## src/rtl/ccgr_pkg.sv

```systemverilog
package ccgr_pkg;
    // byte addresses of the bank
    localparam logic [7:0] ADDR_CTRL0   = 8'h00;
    localparam logic [7:0] ADDR_RSVD6   = 8'h06;
    localparam logic [7:0] ADDR_MAKER   = 8'h07;
    localparam logic [7:0] ADDR_PART    = 8'h08;
    localparam logic [7:0] ADDR_TEST    = 8'h09;
    localparam logic [7:0] ADDR_RSVD10  = 8'h0a;
    localparam logic [7:0] ADDR_RSVD11  = 8'h0b;
    localparam logic [7:0] ADDR_BLKLEN  = 8'h0c;
    localparam logic [7:0] ADDR_RSVD13  = 8'h0d;
    localparam logic [7:0] ADDR_VARIANT = 8'h0e;

    // fixed read values of reserved bytes and reserved bit groups
    localparam logic [7:0] RSVD6_VAL    = 8'h00;
    localparam logic [7:0] RSVD10_VAL   = 8'h03;
    localparam logic [7:0] RSVD11_VAL   = 8'h07;
    localparam logic [7:0] RSVD13_VAL   = 8'hfc;
    localparam logic [6:0] CTRL0_RSVD   = 7'h50;
    localparam logic [2:0] TEST_RSVD    = 3'h1;
    localparam logic [3:0] PART_RSVD    = 4'h0;
    localparam logic [2:0] VARIANT_RSVD = 3'h5;
    localparam logic [7:0] UNMAPPED_VAL = 8'h00;

    // field positions inside written bytes
    localparam int KEEP_BIT     = 0;
    localparam int TEST_SEL_BIT = 4;
    localparam int TEST_ENT_BIT = 3;
    localparam int SWING_MSB    = 2;

    // configuration held by the bank
    typedef struct packed {
        logic       keep;        // keep_config_on_sleep
        logic       test_sel;    // 1 = divided reference, 0 = high impedance
        logic       test_entry;  // 1 = test mode active
        logic [2:0] swing;       // swing_level
        logic [7:0] blk_len;     // last byte of a block read
    } ccgr_cfg_type;

    localparam ccgr_cfg_type CFG_RESET = '{keep: 1'b1, test_sel: 1'b0, test_entry: 1'b0,
                                           swing: 3'h5, blk_len: 8'h0f};

    // power sequencer states
    typedef enum logic [2:0] {
        ST_WAIT_GOOD = 3'b000,
        ST_RUN       = 3'b001,
        ST_STOPPING  = 3'b010,
        ST_HOLD_LOW  = 3'b011,
        ST_SLEEP     = 3'b100,
        ST_WAKE      = 3'b101,
        ST_ENABLE    = 3'b110
    } ccgr_state_type;

    // timing
    localparam int CLOCK_HZ        = 20_000_000;
    localparam int WAKE_LIMIT_US   = 1800;
    localparam int WAKE_LIMIT_CYC  = WAKE_LIMIT_US * (CLOCK_HZ / 1_000_000);
    localparam int REF_DIV         = 2;
    localparam int TEST_DIV        = 4;
    localparam int STOP_TICKS      = 2;
    localparam int ENABLE_TICKS    = 3;
    localparam int NUM_OUT         = 4;
endpackage

```

## src/rtl/ccgr_regs.sv

```systemverilog
`timescale 1ns/1ps
`default_nettype none
module ccgr_regs #(
    parameter logic [3:0] REV_CODE     = 4'h3,   // arbitrary value
    parameter logic [3:0] MAKER_CODE   = 4'h6,   // arbitrary value
    parameter logic [3:0] PART_CODE    = 4'h9,   // arbitrary value
    parameter logic [4:0] VARIANT_CODE = 5'h0b,  // arbitrary value
    parameter int         WAKE_LIMIT_CYCLES = ccgr_pkg::WAKE_LIMIT_CYC
) (
    // clock and reset
    input  wire logic             clock_i,
    input  wire logic             reset_n_i,
    // byte register port
    input  wire logic             reg_wr_i,
    input  wire logic             reg_rd_i,
    input  wire logic [7:0]       reg_addr_i,
    input  wire logic [7:0]       reg_wdata_i,
    output logic [7:0]            reg_rdata_o,
    output logic                  reg_rvalid_o,
    // block read port
    input  wire logic             blk_start_i,
    input  wire logic             blk_next_i,
    output logic [7:0]            blk_data_o,
    output logic                  blk_valid_o,
    output logic                  blk_done_o,
    // shared power-good / sleep pin and analog status
    input  wire logic             supply_good_in_i,
    input  wire logic             pll_lock_i,
    // clock outputs and analog controls
    output logic [3:0]            clk_true_o,
    output logic [3:0]            clk_comp_o,
    output logic [3:0]            clk_oe_o,
    output logic [2:0]            swing_level_o,
    output logic                  osc_enable_o,
    output logic                  stable_o
);
    ccgr_pkg::ccgr_cfg_type   cfg;           // writable configuration
    ccgr_pkg::ccgr_state_type state;         // power sequencer state
    ccgr_pkg::ccgr_state_type next_state;
    logic                     pin_meta;      // first synchroniser stage
    logic                     pin_sync;      // synchronised pin level
    logic [1:0]               tick_cnt;      // reference divider
    logic                     ref_tick;      // one pulse per output edge
    logic                     ph;            // normal output phase
    logic [1:0]               test_cnt;      // divider for test clock
    logic                     test_ph;       // divided reference phase
    logic [1:0]               stop_cnt;      // edges seen with sleep low
    logic [1:0]               en_cnt;        // edges spent enabling
    logic [15:0]              wake_cnt;      // cycles since wake began
    logic [7:0]               blk_idx;       // next byte of block read
    logic [3:0]               next_true;
    logic [3:0]               next_comp;
    logic [3:0]               next_oe;

    // read value of any byte of the bank
    function automatic logic [7:0] read_byte(input logic [7:0] a,
                                             input ccgr_pkg::ccgr_cfg_type c);
        logic [7:0] v;
        v = ccgr_pkg::UNMAPPED_VAL;
        case (a)
            ccgr_pkg::ADDR_CTRL0:   v = {ccgr_pkg::CTRL0_RSVD, c.keep};
            ccgr_pkg::ADDR_RSVD6:   v = ccgr_pkg::RSVD6_VAL;
            ccgr_pkg::ADDR_MAKER:   v = {REV_CODE, MAKER_CODE};
            ccgr_pkg::ADDR_PART:    v = {PART_CODE, ccgr_pkg::PART_RSVD};
            ccgr_pkg::ADDR_TEST:    v = {ccgr_pkg::TEST_RSVD, c.test_sel, c.test_entry,
                                         c.swing};
            ccgr_pkg::ADDR_RSVD10:  v = ccgr_pkg::RSVD10_VAL;
            ccgr_pkg::ADDR_RSVD11:  v = ccgr_pkg::RSVD11_VAL;
            ccgr_pkg::ADDR_BLKLEN:  v = c.blk_len;
            ccgr_pkg::ADDR_RSVD13:  v = ccgr_pkg::RSVD13_VAL;
            ccgr_pkg::ADDR_VARIANT: v = {ccgr_pkg::VARIANT_RSVD, VARIANT_CODE};
            default:                v = ccgr_pkg::UNMAPPED_VAL;
        endcase
        return v;
    endfunction

    // decode of writes and sequencer conditions
    wire wr_ctrl0   = reg_wr_i && (reg_addr_i == ccgr_pkg::ADDR_CTRL0);
    wire wr_test    = reg_wr_i && (reg_addr_i == ccgr_pkg::ADDR_TEST);
    wire wr_blklen  = reg_wr_i && (reg_addr_i == ccgr_pkg::ADDR_BLKLEN);
    wire blk_more   = (blk_idx <= cfg.blk_len);
    wire clear_cfg  = (state == ccgr_pkg::ST_HOLD_LOW) && (next_state == ccgr_pkg::ST_SLEEP)
                      && !cfg.keep;
    wire tri_test   = cfg.test_entry && !cfg.test_sel;
    wire wake_limit = (wake_cnt >= 16'(WAKE_LIMIT_CYCLES - 1));
    wire stop_last  = ref_tick && !pin_sync && (stop_cnt == 2'(ccgr_pkg::STOP_TICKS - 1));
    wire en_last    = ref_tick && (en_cnt == 2'(ccgr_pkg::ENABLE_TICKS - 1));
    wire div_wrap   = (tick_cnt == 2'(ccgr_pkg::REF_DIV - 1));

    // two-stage synchroniser on the shared pin
    always_ff @(posedge clock_i or negedge reset_n_i) begin
        if (!reset_n_i) begin
            pin_meta <= 1'b0;
            pin_sync <= 1'b0;
        end else begin
            pin_meta <= supply_good_in_i;
            pin_sync <= pin_meta;
        end
    end

    // configuration writes; reserved and read-only bytes ignore writes
    always_ff @(posedge clock_i or negedge reset_n_i) begin
        if (!reset_n_i) begin
            cfg <= ccgr_pkg::CFG_RESET;
        end else if (clear_cfg) begin
            cfg <= ccgr_pkg::CFG_RESET;
        end else begin
            if (wr_ctrl0) begin
                cfg.keep <= reg_wdata_i[ccgr_pkg::KEEP_BIT];
            end
            if (wr_test) begin
                cfg.test_sel   <= reg_wdata_i[ccgr_pkg::TEST_SEL_BIT];
                cfg.test_entry <= reg_wdata_i[ccgr_pkg::TEST_ENT_BIT];
                cfg.swing      <= reg_wdata_i[ccgr_pkg::SWING_MSB:0];
            end
            if (wr_blklen) begin
                cfg.blk_len <= reg_wdata_i;
            end
        end
    end

    // single-byte reads
    always_ff @(posedge clock_i or negedge reset_n_i) begin
        if (!reset_n_i) begin
            reg_rdata_o  <= 8'h00;
            reg_rvalid_o <= 1'b0;
        end else begin
            reg_rvalid_o <= reg_rd_i;
            if (reg_rd_i) begin
                reg_rdata_o <= read_byte(reg_addr_i, cfg);
            end
        end
    end

    // block read walks bytes up to the length register
    always_ff @(posedge clock_i or negedge reset_n_i) begin
        if (!reset_n_i) begin
            blk_idx     <= 8'h00;
            blk_data_o  <= 8'h00;
            blk_valid_o <= 1'b0;
            blk_done_o  <= 1'b0;
        end else begin
            blk_valid_o <= 1'b0;
            blk_done_o  <= 1'b0;
            if (blk_start_i) begin
                blk_idx <= reg_addr_i;
            end else if (blk_next_i && blk_more) begin
                blk_data_o  <= read_byte(blk_idx, cfg);
                blk_valid_o <= 1'b1;
                blk_idx     <= blk_idx + 8'h01;
            end else if (blk_next_i) begin
                blk_done_o <= 1'b1;
            end
        end
    end

    // reference divider and output phases
    always_ff @(posedge clock_i or negedge reset_n_i) begin
        if (!reset_n_i) begin
            tick_cnt <= 2'h0;
            ref_tick <= 1'b0;
            ph       <= 1'b0;
            test_cnt <= 2'h0;
            test_ph  <= 1'b0;
        end else begin
            ref_tick <= div_wrap;
            tick_cnt <= div_wrap ? 2'h0 : tick_cnt + 2'h1; // tick period is REF_DIV cycles
            if (ref_tick) begin
                ph       <= !ph;
                test_cnt <= test_cnt + 2'h1;
                if (test_cnt == 2'(ccgr_pkg::TEST_DIV - 1)) begin
                    test_ph <= !test_ph;
                end
            end
        end
    end

    // power sequencer transitions
    always_comb begin
        next_state = state;
        case (state)
            ccgr_pkg::ST_WAIT_GOOD: if (pin_sync) next_state = ccgr_pkg::ST_WAKE;
            ccgr_pkg::ST_RUN:       if (!pin_sync) next_state = ccgr_pkg::ST_STOPPING;
            ccgr_pkg::ST_STOPPING: begin
                if (pin_sync) next_state = ccgr_pkg::ST_RUN;
                else if (stop_last) next_state = ccgr_pkg::ST_HOLD_LOW;
            end
            ccgr_pkg::ST_HOLD_LOW:  if (ref_tick) next_state = ccgr_pkg::ST_SLEEP;
            ccgr_pkg::ST_SLEEP:     if (pin_sync) next_state = ccgr_pkg::ST_WAKE;
            ccgr_pkg::ST_WAKE: begin
                if (!pin_sync) next_state = ccgr_pkg::ST_HOLD_LOW;
                else if (pll_lock_i || wake_limit) next_state = ccgr_pkg::ST_ENABLE;
            end
            ccgr_pkg::ST_ENABLE: begin
                if (!pin_sync) next_state = ccgr_pkg::ST_HOLD_LOW;
                else if (en_last) next_state = ccgr_pkg::ST_RUN;
            end
            default:                next_state = ccgr_pkg::ST_WAIT_GOOD;
        endcase
    end

    // sequencer state and its edge counters
    always_ff @(posedge clock_i or negedge reset_n_i) begin
        if (!reset_n_i) begin
            state    <= ccgr_pkg::ST_WAIT_GOOD;
            stop_cnt <= 2'h0;
            en_cnt   <= 2'h0;
            wake_cnt <= 16'h0000;
        end else begin
            state    <= next_state;
            stop_cnt <= (state != ccgr_pkg::ST_STOPPING) ? 2'h0
                        : (ref_tick ? stop_cnt + 2'h1 : stop_cnt);
            en_cnt   <= (state != ccgr_pkg::ST_ENABLE) ? 2'h0
                        : (ref_tick ? en_cnt + 2'h1 : en_cnt);
            wake_cnt <= (state != ccgr_pkg::ST_WAKE) ? 16'h0000 : wake_cnt + 16'h0001;
        end
    end

    // output levels per state
    always_comb begin
        next_true = '0;
        next_comp = '0;
        next_oe   = '1;
        case (state)
            ccgr_pkg::ST_RUN, ccgr_pkg::ST_STOPPING: begin
                if (tri_test) begin
                    next_oe = '0;
                end else begin
                    next_true = {ccgr_pkg::NUM_OUT{cfg.test_entry ? test_ph : ph}};
                    next_comp = ~next_true;
                end
            end
            ccgr_pkg::ST_WAKE:      next_true = '1;
            ccgr_pkg::ST_WAIT_GOOD: next_oe = '0;
            default: begin
                next_true = '0;
                next_comp = '0;
            end
        endcase
    end

    // registered pins
    always_ff @(posedge clock_i or negedge reset_n_i) begin
        if (!reset_n_i) begin
            clk_true_o    <= 4'h0;
            clk_comp_o    <= 4'h0;
            clk_oe_o      <= 4'h0;
            swing_level_o <= ccgr_pkg::CFG_RESET.swing;
            osc_enable_o  <= 1'b1;
            stable_o      <= 1'b0;
        end else begin
            clk_true_o    <= next_true;
            clk_comp_o    <= next_comp;
            clk_oe_o      <= next_oe;
            swing_level_o <= cfg.swing;
            osc_enable_o  <= (state != ccgr_pkg::ST_SLEEP);
            stable_o      <= (state == ccgr_pkg::ST_RUN);
        end
    end
endmodule
`default_nettype wire

```

## config.mk

```make
export PLATFORM = sky130hd
export DESIGN_NAME = ccgr_regs
export DESIGN_NICKNAME = d
export VERILOG_FILES = /design/src/rtl/ccgr_pkg.sv /design/src/rtl/ccgr_regs.sv
export SDC_FILE = /design/constraint.sdc
export NUM_CORES = 1
export LEC_CHECK = 0
export BUFFER_PORTS_ARGS = -buffer_cell sky130_fd_sc_hd__buf_2
export CAP_MARGIN = 20
export CORE_AREA = 2 2 99 101
export DETAILED_ROUTE_END_ITERATION = 8
export DIE_AREA = 0 0 101 103
export PLACE_DENSITY = 0.7
export SETUP_SLACK_MARGIN = 0.1
export SYNTH_ARGS = -nofsm -noshare
export SYNTH_HDL_FRONTEND = slang
export SYNTH_SLANG_ARGS = --single-unit
```

## constraint.sdc

```tcl
create_clock -name clock_i -period 4.4 [get_ports clock_i]
set_input_delay 0.44 -clock clock_i [delete_from_list [all_inputs] [get_ports clock_i]]
set_output_delay 0.44 -clock clock_i [all_outputs]
set_load 0.01 [all_outputs]
```

==> metrics.yaml <==
outcome: "finished clean"
cp-startpoint: "blk_idx[3]"
maxCapViolations: 0
syn-cell-area_mm2: 0.004528
synth_cell_types: 60
grt_max_degree: 82
vias_per_cell: 5.774
crit_path_end_kind: "flip-flop"
antenna_found_initial: 0
pin_count: 60
cts_tree: "done"
path_cells: "ha_1 -> a21oi_1 -> a21oi_2 -> o41ai_4 -> mux2_2"
cp_top_family: "compound AO/OA/AOI/OAI gates"
nets: 555
first_global_vias: 3492
start_util_pct: 47.87
ant_nets: 0
fin_crit_sh_pct: 58.86
cellPowerDensity_mw_per_mm2: 407.0
gp_congestion: 0.8974
die_w_um: 101
drtIter0Drc: 204
insertion_delay_ns: 0.36
hp-start: "supply_good_in_i"
yosysSeqAreaShare_pct: 45.04
drt_pass1_iterations: 5
numCtsBuffers: 9
finalPower_uw: 2049
grt_overflow: 0
critPathMaxFanout: 17
reg2reg_from: "blk_idx[3]"
syn-mean-instance-area_um2: 9.473
hold_path.class: "primary input to flip-flop"
drc_errors: 0
die_area_mm2: 0.01040
fmax_mhz: 386.2
slowest_delay_ns: 0.64
layout_min_cycle_time_ns: 2.590
rsz0062_at_grt: "false"
routed-via-count: 3661
clockBufferDepth: 2
worstReg2RegEnd: "blk_data_o[1]"
synth-edff-count: 0
p_leak_uw: 0.002384
syn_nets: 518
tightestPinTransition_ns: 0.7734
area_growth_pct: 11.19
synth-async-reset-ratio_pct: 100.0
setup_viol: 0
dp_hpwl_mm: 7.203
cp.arrival_ns: 2.83
grt_usage_pct: 21.17
tns_ns: 0
ctsResizeCount: 0
die_h_um: 103
clkTransAtPathRegs_ns: 0.08
rr_worst_depth: 5
slew_viol_final: 0
r2r_setup_slack_ns: 1.81
vdd_drop_max_uv: 322.2
critPathLaunchType: "flip-flop"
clockRootBuffer: "clkbuf_8"
dominantRegCellSynth: "dfrtp_1"
hold_viol: 0
drive_gt1_share_pct: 20.38
rows: 36
ys_ff_latch: 81
grt_pass1_wl_mm: 17.18
path_buf_inv: 0
holdPathEnd: "pin_meta"
yosys_warnings: 0
relSlewSlack_pct: 48.44
crit_slowest_cell: "dfrtp_1"
routedWlPerCell_um: 16.30
ctsHtreeMaxLevel: 3
wl_mm: 10.33
critPathRequiredTime_ns: 4.64
coreArea_mm2: 0.009459
whs_path_depth: 1
postSynthCellCount: 478
clock_sinks: 81
critical_path_class: "flip-flop to flip-flop"
crit_cells: 5
io_buffers: 59
antenna_cells: 0
fin_skew_ns: 0.01525
[state kept, by name, indices dropped and copies added, names as in the netlist, 2 cells and up]
signal,cells
state,3
stop_cnt,2
wake_cnt,16
reg_rdata_o,8
blk_idx,8
swing_level_o,3
test_cnt,2
cfg,14
tick_cnt,2
blk_data_o,8
en_cnt,2
[what timing repair did]
action | CTS | global route
setup endpoints to repair | 0 | 0
hold endpoints to repair | 0 | 10
hold buffers | 0 | 1
buffers inserted | 0 | 0
[kinds of logic (layout without fill, tap and decap cells)]
| group | count (synthesis) | in the layout | synth area share, % |
|---|---|---|---|
| muxes | 27 | 27 | 6.245 |
| AOI/OAI and AO/OA | 96 | 96 | 14.56 |
| and+or+nand+nor | 176 | 176 | 19.90 |
| buffers and inverters | 63 | 105 | 6.134 |
| adders and majority gates | 17 | 17 | 4.642 |
| xor gates and xnor gates | 18 | 18 | 3.482 |
| DFF | 81 | 81 | 45.04 |
[synth_stat cells, types with 5 or more instances]
cell / number / share of area (%)
a21oi_1: 23 / 2.5
a31oi_1: 6 / 0.83
and3_1: 6 / 0.83
buf_4: 9 / 1.5
clkbuf_1: 23 / 1.9
dfrtp_1: 71 / 39
dfstp_2: 10 / 5.8
ha_1: 16 / 4.4
inv_1: 26 / 2.2
mux2_2: 10 / 2.5
mux2i_1: 17 / 3.8
nand2_1: 34 / 2.8
nand2b_1: 8 / 1.1
nand3_1: 24 / 2.7
nand4_1: 9 / 1.2
nor2_1: 44 / 3.6
nor2b_1: 8 / 1.1
nor3_1: 14 / 1.5
o211ai_1: 5 / 0.83
o21ai_0: 18 / 2.0
o22ai_1: 9 / 1.2
xnor2_1: 9 / 1.7
xor2_1: 9 / 1.7
[layout by cell type (no fill, tap or decap), types with 5 or more instances in the layout]
| cell | synthesis | final |
|---|---|---|
| nor3_1 | 14 | 14 |
| mux2i_1 | 17 | 17 |
| nand3_1 | 24 | 24 |
| ha_1 | 16 | 16 |
| and3_1 | 6 | 6 |
| o21ai_0 | 18 | 18 |
| xor2_1 | 9 | 9 |
| a21oi_1 | 23 | 23 |
| dfrtp_1 | 71 | 71 |
| o211ai_1 | 5 | 5 |
| nand4_1 | 9 | 9 |
| buf_2 | 0 | 58 |
| nand2b_1 | 8 | 8 |
| o22ai_1 | 9 | 9 |
| nand2_1 | 34 | 34 |
| nor2_1 | 44 | 44 |
| mux2_2 | 10 | 10 |
| dfstp_2 | 10 | 10 |
| inv_1 | 26 | 26 |
| nor2b_1 | 8 | 8 |
| xnor2_1 | 9 | 9 |
| clkbuf_8 | 0 | 10 |
| a31oi_1 | 6 | 6 |
[worst max path at each step]
stage                               end  slack (ns)
final                     blk_data_o[1]        1.81
after global routing      blk_data_o[1]        1.65
after detailed placement  blk_data_o[2]        1.85
after floorplan           blk_data_o[0]        2.12
after global placement    blk_data_o[5]        1.86
after CTS                 blk_data_o[1]        1.82
[metrics by stage]
step | instances | hold WS, ns | area (µm²) | setup WS [ns] | util (%)
floorplan | 478 | 0.1444 | 4528 | 2.121 | -
global placement | 616 | 0.3343 | 4800 | 1.861 | 50.74
detailed placement | 616 | 0.3426 | 4800 | 1.845 | 50.74
CTS | 632 | 0.1854 | 4997 | 1.818 | 52.83
global route | 634 | 0.1832 | 5035 | 1.654 | 53.23
finish | 634 | 0.1966 | 5035 | 1.810 | 53.23
[layer usage]
layer / vias up / GRT usage [%] / share of wire, %
li1: 1771 / - / -
met1: 1774 / 27.08 / 43
met2: 96 / 35.44 / 50
met3: 20 / 4.136 / 5.0
met4: 0 / 8.836 / 2.2
met5: - / 0 / 0
[power breakdown]
group / internal [µW] / switching (µW)
clock: 277 / 279
combinational: 237 / 303
sequential: 819 / 133
total: 1330 / 715
[cell type report]
cell class,instances,area (µm²)
Fill cell,889,4424
Multi-Input combinational cell,334,2211
Sequential cell,81,2039
Timing Repair Buffer,62,342.8
Tap cell,114,142.6
Clock buffer,11,141.4
Inverter,27,101.3
Clock inverter,5,56.30
(Power assumes the default switching activity.)
